<file path="config.mk">
export PLATFORM = sky130hd
export DESIGN_NAME = lir_legacy_router
export DESIGN_NICKNAME = d
export VERILOG_FILES = /design/src/design/lir_pkg.sv /design/src/design/lir_legacy_router.sv
export SDC_FILE = /design/constraint.sdc
export NUM_CORES = 1
export LEC_CHECK = 0
export BUFFER_PORTS_ARGS = -buffer_cell sky130_fd_sc_hd__buf_2
export CORE_AREA = 4 4 94 184
export DETAILED_ROUTE_END_ITERATION = 8
export DIE_AREA = 0 0 98 188
export PLACE_DENSITY_LB_ADDON = 0.3
export RECOVER_POWER = 50
export SLEW_MARGIN = 25
export SYNTH_ARGS = -nofsm -noshare
export SYNTH_HDL_FRONTEND = slang
export SYNTH_SLANG_ARGS = --single-unit
</file>
<file path="constraint.sdc">
create_clock -name ref_clk_i -period 2.4 [get_ports ref_clk_i]
set_clock_uncertainty 0.05 [all_clocks]
set_input_delay 0.12 -clock ref_clk_i [delete_from_list [all_inputs] [get_ports ref_clk_i]]
set_output_delay 0.12 -clock ref_clk_i [all_outputs]
set_load 0.02 [all_outputs]
</file>
<file path="src/design/lir_pkg.sv">
// package for legacy interrupt routing: constants and carrier types
package lir_pkg;
	localparam int unsigned LIR_NUM_LEVELS = 16;
	localparam int unsigned LIR_CASCADE_LEVEL = 2;
	localparam int unsigned LIR_RTC_LEVEL = 8;
	localparam int unsigned LIR_SERIAL_LOW_LEVEL = 3;
	localparam int unsigned LIR_SERIAL_HIGH_LEVEL = 4;
	localparam int unsigned LIR_DISK_LEVEL = 14;
	localparam int unsigned LIR_MIN_CHANNELS = 17;
	localparam int unsigned LIR_NUM_SOURCES = 16;
	localparam int unsigned LIR_START_CLOCKS = 4;
	localparam int unsigned LIR_STOP_CLOCKS = 2;
	localparam logic [15:0] LIR_RESET_MASK = 16'hffff;
	// map value 4'h0 means unrouted; level 0 is driven only by the serialized link in this block
	localparam logic [3:0] LIR_UNROUTED = 4'h0;

	typedef struct packed {
		logic [15:0] level_mask;
		logic [15:0] active_low;
	} lir_cfg_t;

	typedef struct packed {
		logic continuous;
		logic enable;
	} lir_link_cfg_t;
endpackage

</file>
<file path="src/design/lir_legacy_router.sv">
// legacy interrupt routing: source map, cascaded controllers, serialized link
`timescale 1ns/1ps
module lir_legacy_router #(
	parameter int unsigned NUM_CHANNELS = lir_pkg::LIR_MIN_CHANNELS
) (
	// clock and reset
	input wire logic ref_clk_i,
	input wire logic reset_i,
	// sources and configuration
	input wire logic [lir_pkg::LIR_NUM_SOURCES-1:0] source_req_i,
	input wire logic [lir_pkg::LIR_NUM_SOURCES*4-1:0] source_map_i,
	input wire logic serial_swap_i,
	input wire logic serial_a_req_i,
	input wire logic serial_b_req_i,
	input wire logic primary_disk_request_line_i,
	input wire logic rtc_request_active_low_i,
	input wire lir_pkg::lir_cfg_t cfg_i,
	// processor side
	input wire logic inta_i,
	output logic processor_interrupt_request_o,
	output logic [3:0] vector_level_o,
	// management
	input wire logic hub_smi_i,
	input wire logic mgmt_smi_i,
	input wire logic sleep_req_i,
	input wire logic sys_event_i,
	output logic system_management_interrupt_o,
	output logic system_control_interrupt_o,
	// serialized link (open drain, three signals)
	input wire lir_pkg::lir_link_cfg_t link_cfg_i,
	input wire logic serialized_interrupt_link_i,
	output logic serialized_interrupt_link_o,
	output logic serialized_interrupt_link_oe_o
);
	import lir_pkg::*;

	initial begin
		if (NUM_CHANNELS < LIR_MIN_CHANNELS || NUM_CHANNELS > 32)
			$error("NUM_CHANNELS must be 17..32");
	end

	typedef enum {ST_IDLE, ST_START, ST_CHAN, ST_STOP} lir_state_t;

	// ----------------------------------------------------------------
	// source mapping
	// ----------------------------------------------------------------
	logic [15:0] mapped;
	logic [15:0] level_raw;
	logic [15:0] serial_bits;
	logic [15:0] link_req;
	genvar g;
	generate
		for (g = 0; g < LIR_NUM_SOURCES; g++) begin : g_map
			// a source counts only while it is both raised and routed somewhere
			assign mapped[g] = source_req_i[g] && (source_map_i[g*4 +: 4] != LIR_UNROUTED);
		end
	endgenerate

	function automatic logic [15:0] lir_decode(input logic [3:0] lvl, input logic req);
		lir_decode = (req && lvl != LIR_UNROUTED) ? (16'h0001 << lvl) : 16'h0000;
	endfunction

	logic [15:0] routed;
	always_comb begin
		routed = 16'h0000;
		for (int i = 0; i < LIR_NUM_SOURCES; i++)
			routed = routed | lir_decode(source_map_i[i*4 +: 4], mapped[i]);
	end

	// serial ports on 3/4, swap selects which port owns which level
	assign serial_bits = (16'h0001 << LIR_SERIAL_LOW_LEVEL) & {16{serial_swap_i ? serial_b_req_i
		: serial_a_req_i}} | (16'h0001 << LIR_SERIAL_HIGH_LEVEL) & {16{serial_swap_i
		? serial_a_req_i : serial_b_req_i}};
	assign level_raw = routed | serial_bits | link_req
		| ({15'h0000, primary_disk_request_line_i} << LIR_DISK_LEVEL)
		| ({15'h0000, ~rtc_request_active_low_i} << LIR_RTC_LEVEL);

	// ----------------------------------------------------------------
	// cascaded controllers
	// ----------------------------------------------------------------
	logic [15:0] level_in;
	logic [15:0] pending;
	logic [15:0] in_service;
	logic [7:0] sec_active;
	logic [7:0] pri_active;
	logic [3:0] winner;
	logic winner_valid;
	assign level_in = (level_raw ^ cfg_i.active_low) & ~cfg_i.level_mask;
	assign sec_active = pending[15:8] & ~in_service[15:8];
	assign pri_active = {pending[7:3], |sec_active, pending[1:0]}
		& ~{in_service[7:3], |in_service[15:8], in_service[1:0]};

	always_comb begin
		winner = 4'h0;
		winner_valid = 1'b0;
		for (int i = 7; i >= 0; i--) begin
			if (pri_active[i]) begin
				winner_valid = 1'b1;
				winner = 4'(i);
			end
		end
		if (winner_valid && winner == 4'(LIR_CASCADE_LEVEL)) begin
			for (int j = 7; j >= 0; j--) begin
				if (sec_active[j])
					winner = 4'(j + 8);
			end
		end
	end

	// acknowledge latches winner into service; one inta per request
	always_ff @(posedge ref_clk_i or posedge reset_i) begin
		if (reset_i) begin
			pending <= 16'h0000;
			in_service <= 16'h0000;
			vector_level_o <= 4'h0;
		end else begin
			// level sensitive: a dropped line must not leave a stale request behind
			pending <= level_in;
			if (inta_i && winner_valid) begin
				in_service <= in_service | (16'h0001 << winner);
				vector_level_o <= winner;
			end else if (!(|level_in)) begin
				in_service <= 16'h0000;
			end
		end
	end
	assign processor_interrupt_request_o = winner_valid;

	// ----------------------------------------------------------------
	// management interrupts
	// ----------------------------------------------------------------
	always_ff @(posedge ref_clk_i or posedge reset_i) begin
		if (reset_i) begin
			system_management_interrupt_o <= 1'b0;
			system_control_interrupt_o <= 1'b0;
		end else begin
			system_management_interrupt_o <= hub_smi_i | mgmt_smi_i;
			system_control_interrupt_o <= sleep_req_i | sys_event_i;
		end
	end

	// ----------------------------------------------------------------
	// serialized link host
	// ----------------------------------------------------------------
	lir_state_t state;
	lir_state_t next_state;
	logic [5:0] count;
	logic [5:0] next_count;
	logic link_low;
	logic [15:0] sampled;
	assign link_low = link_cfg_i.enable && !serialized_interrupt_link_i;

	always_comb begin
		next_state = state;
		next_count = count + 6'h01;
		case (state)
			ST_IDLE: begin
				// a slave's start is seen one clock late: that clock is start clock 0
				next_count = (link_low && !link_cfg_i.continuous) ? 6'h01 : 6'h00;
				if (link_cfg_i.enable && (link_cfg_i.continuous || link_low))
					next_state = ST_START;
			end
			ST_START: if (count == 6'(LIR_START_CLOCKS - 1)) begin
				next_state = ST_CHAN;
				next_count = 6'h00;
			end
			ST_CHAN: if (count == 6'(NUM_CHANNELS - 1)) begin
				next_state = ST_STOP;
				next_count = 6'h00;
			end
			ST_STOP: if (count == 6'(LIR_STOP_CLOCKS - 1))
				next_state = ST_IDLE;
			default: next_state = ST_IDLE;
		endcase
	end

	always_ff @(posedge ref_clk_i or posedge reset_i) begin
		if (reset_i) begin
			state <= ST_IDLE;
			count <= 6'h00;
			sampled <= 16'h0000;
			link_req <= 16'h0000;
		end else begin
			state <= next_state;
			count <= next_count;
			if (state == ST_CHAN && count < 6'(LIR_NUM_LEVELS))
				sampled[count[3:0]] <= !serialized_interrupt_link_i;
			if (state == ST_STOP && count == 6'h00)
				link_req <= sampled;
		end
	end

	// host drives start low in continuous mode only; stop driven by host too
	assign serialized_interrupt_link_o = 1'b0;
	assign serialized_interrupt_link_oe_o = (state == ST_START && link_cfg_i.continuous)
		|| state == ST_STOP;

	// ----------------------------------------------------------------
	// assertions
	// ----------------------------------------------------------------
	cascade_win_a: assert property (@(posedge ref_clk_i) disable iff (reset_i)
		(winner_valid && winner >= 4'h8) |-> pri_active[LIR_CASCADE_LEVEL])
		else $error("secondary win without cascade level");
	irq_out_a: assert property (@(posedge ref_clk_i) disable iff (reset_i)
		processor_interrupt_request_o == (|pri_active))
		else $error("interrupt output disagrees with primary");
	smi_path_a: assert property (@(posedge ref_clk_i) disable iff (reset_i)
		(hub_smi_i || mgmt_smi_i) |=> system_management_interrupt_o)
		else $error("management interrupt not raised");
	sci_path_a: assert property (@(posedge ref_clk_i) disable iff (reset_i)
		sleep_req_i |=> system_control_interrupt_o)
		else $error("control interrupt not raised");
	frame_len_a: assert property (@(posedge ref_clk_i) disable iff (reset_i)
		(state == ST_START && count == 6'h01) |-> ##3 state == ST_CHAN
		##(NUM_CHANNELS) state == ST_STOP)
		else $error("serialized frame length wrong");
	quiet_start_a: assert property (@(posedge ref_clk_i) disable iff (reset_i)
		(state == ST_IDLE && link_cfg_i.enable && link_low) |=> state == ST_START)
		else $error("slave start not followed");
	host_start_a: assert property (@(posedge ref_clk_i) disable iff (reset_i)
		(state == ST_START && !link_cfg_i.continuous) |-> !serialized_interrupt_link_oe_o)
		else $error("host drove start in quiet mode");
	rtc_low_a: assert property (@(posedge ref_clk_i) disable iff (reset_i)
		(!rtc_request_active_low_i && !cfg_i.level_mask[LIR_RTC_LEVEL]
		&& !cfg_i.active_low[LIR_RTC_LEVEL]) |=> pending[LIR_RTC_LEVEL])
		else $error("rtc low not pending");
	cv_cascade: cover property (@(posedge ref_clk_i) winner_valid && winner >= 4'h8);
	cv_ack: cover property (@(posedge ref_clk_i) inta_i && winner_valid);
	cv_frame: cover property (@(posedge ref_clk_i) state == ST_STOP);
endmodule // lir_legacy_router

</file>
==> reports/metrics.cfg <==
[global_route]
grt-busiest-layer = met2
grt_overflow_total = 0
grt_pass1_wl_mm = 48.3
antenna_found_initial = 2
use_met1_pct = 28.1
grt_max_degree = 47
grtUsageMet2_pct = 69.6
gr-usage-met3_pct = 7.67
first_global_vias = 7977
grtUsageTotal_pct = 36.7

[sta]
totalNegativeSetupSlack_ns = -1.08
period_share_pct = 104
period_needed_ns = 2.49
rsz0062_at_grt = true
fin_ws_ns = -0.0938
slew_viol_final = 0
fmax_mhz = 401
setup_viol = 15
hold_viol_final = 0
slew_headroom_pct = 5.92
worst_pin_slew_ns = 1.40

[logic_synthesis]
synth_common_cells = 82 x o22ai_1, 76 x dfrtp_1, 74 x nor2_1
synth_cell_type_count = 60
synthCells = 675
synthArstFlopShare_pct = 100
avgSynthCellArea_um2 = 8.54
ys_warn_count = 0
synth-main-ff-cell = dfrtp_1
synth_area_um2 = 5760
yosys.cell_count.top_type = o22ai_1
yosysTopAreaCell = dfrtp_1
synth_seq_cells = 76
syn-num-nets = 810
yosysSeqAreaShare_pct = 33.0
synth_edf_count = 0
synth_top_area_share_pct = 33.0
yosys-top-cells-area = dfrtp_1 33%, o22ai_1 8.9%, mux2_2 5.5%

[route]
drc = 0
drtAntennaViolNets = 0
dr_total_vias = 7317
wl_per_cell_um = 27.1
finalWirelength_mm = 34.1
drt-initial-drc-count = 431
via_per_inst = 5.82
first_pass_iters = 7

[layout]
drive_gt1_share_pct = 44.9
syn_to_final_growth_pct = 57.2
finalNetCount = 1186
fin_util_pct = 57.1

[cts]
htree_levels = 3
cts_buffers = 9
cts_root_buf = clkbuf_16
path_clk_slew_ns = 0.05
clock-sinks = 76
clock_path_buffers = 2
cts_tree = built
clock_latency_ns = 0.35

[floorplan]
rows = 65
core_area_um2 = 15900
fp.dieArea_um2 = 18400
die_y_um = 188
start_util_pct = 36.3
ios = 136
die-width_um = 98

[power_and_ir_drop]
p_leak_nw = 3.94
p_total_mw = 7.37
p_per_area_nw_per_um2 = 813
peakVddDrop_mv = 0.544

[min_path]
hold_end = pending[6]
hold_depth = 3
min_path_type = primary input to flop
hold_path.startpoint = cfg_i[22]

[critical_path]
worstSetupPathType = flop to flop
crit_fanout = 8
r2r_cells = 10
worstPathArrival_ns = 2.68
slowest_stage = dfrtp_1
end_kind = flop
startpoint_type = flop
cpPeakStageDelay_ns = 0.38
ff2ff_setup_slack_ns = -0.09
rr_startpoint = in_service[13]
required_ns = 2.58
worstReg2RegEnd = in_service[14]
path_buf_inv = 3
cpLargestDelayFamily = simple AND/OR/NAND/NOR gates
path_cells = and2b_2 -> nor4b_4 -> buf_4 -> a21oi_4 -> buf_12 -> o21ai_4 -> o221ai_4 -> nor4_4 -> buf_6 -> a21oi_1

[placement]
gp_congestion = 1.14
portBuffers = 134
dp_hpwl_mm = 29.2

[job]
cap_violations = 0

[run_status]
violations = negative setup slack
outcome = complete, but fails checks

-- cell type report --
type	instances	area, um2
clock inverter	5	100
inverter	12	46.3
clock buffer	11	233
sequential	76	1900
multi-input combinational	577	3950
tap	201	251
antenna	1	2.50
timing repair buffer	375	2570
fill	1553	6800
-- metal layers --
| layer | wire length, um | vias to the layer above | part of all wire (%) |
|---|---|---|---|
| li1 | - | 3319 | - |
| met1 | 9600 | 3449 | 28 |
| met2 | 18500 | 360 | 54 |
| met3 | 1610 | 189 | 4.7 |
| met4 | 4410 | 0 | 13 |
| met5 | 0 | - | 0 |
-- power breakdown --
part | switching [mW] | internal, mW
clock | 0.532 | 1.01
sequential | 0.280 | 1.73
combinational | 2.05 | 1.77
-- worst reg2reg max path, stage by stage (launching register included) --
cell      delay, ns
dfrtp_1        0.38
and2b_2        0.26
nor4b_4        0.27
buf_4          0.18
a21oi_4        0.09
buf_12         0.15
o21ai_4        0.20
o221ai_4       0.18
nor4_4         0.32
buf_6          0.21
a21oi_1        0.08
-- layout by cell type (no fill, tap or decap), types with 25 or more instances in the layout --
cell	count
nand2b_1	33
dfrtp_1	76
o22ai_1	82
nand3b_1	34
mux2_2	28
buf_4	217
nand3_1	25
nand2_1	49
nor2_1	73
a21oi_1	25
buf_2	127
-- through the flow --
stage	cells	cell area, um2	setup slack (ns)	hold WS, ns
after global placement	1218	8320	-0.433	0.131
after global routing	1257	9060	-0.195	0.0260
after CTS	1256	8980	-0.0648	0.000859
after detailed placement	1218	8320	-0.464	0.131
after floorplan	675	5760	0.0139	0.136
final	1258	9060	-0.0938	0.00391
-- what timing repair did --
action | 4_1_cts | 5_1_grt
endpoints found under the setup margin | 16 | 16
gates resized for setup | 19 | 23
hold buffers | 16 | 0
endpoints found under the hold margin | 46 | 0
pin swaps | 5 | 9
setup buffers | 4 | 3
cloned | 2 | 0
-- cells by family after synthesis --
family / after synthesis / synth area share [%]
AOI/OAI and AO/OA: 181 / 21.3
xor gates and xnor gates: 15 / 2.28
adders and majority gates: 8 / 1.74
buffers and inverters: 22 / 1.93
DFF: 76 / 33.0
muxes: 30 / 5.82
other: 1 / 0.0651
and+or+nand+nor: 342 / 33.9
-- worst max-delay path by stage --
| stage | slack, ns | from | cells past startpoint | end |
|---|---|---|---|---|
| global route | -0.20 | in_service[13] | 10 | in_service[14] |
| CTS | -0.06 | link_req[3] | 12 | in_service[11] |
| finish | -0.09 | in_service[13] | 10 | in_service[14] |
| global placement | -0.43 | in_service[13] | 10 | in_service[0] |
| detailed placement | -0.46 | in_service[13] | 10 | in_service[0] |
| floorplan | 0.01 | in_service[13] | 8 | in_service[0] |
-- sequential cells by signal, summed over array words and instances (netlist names) --
signal and cells:
in_service 15, link_req 16, pending 15, sampled 16
system_control_interrupt_o 1, state 2, count 6, vector_level_o 4
system_management_interrupt_o 1
No activity file was read; power rests on OpenSTA's default activity.
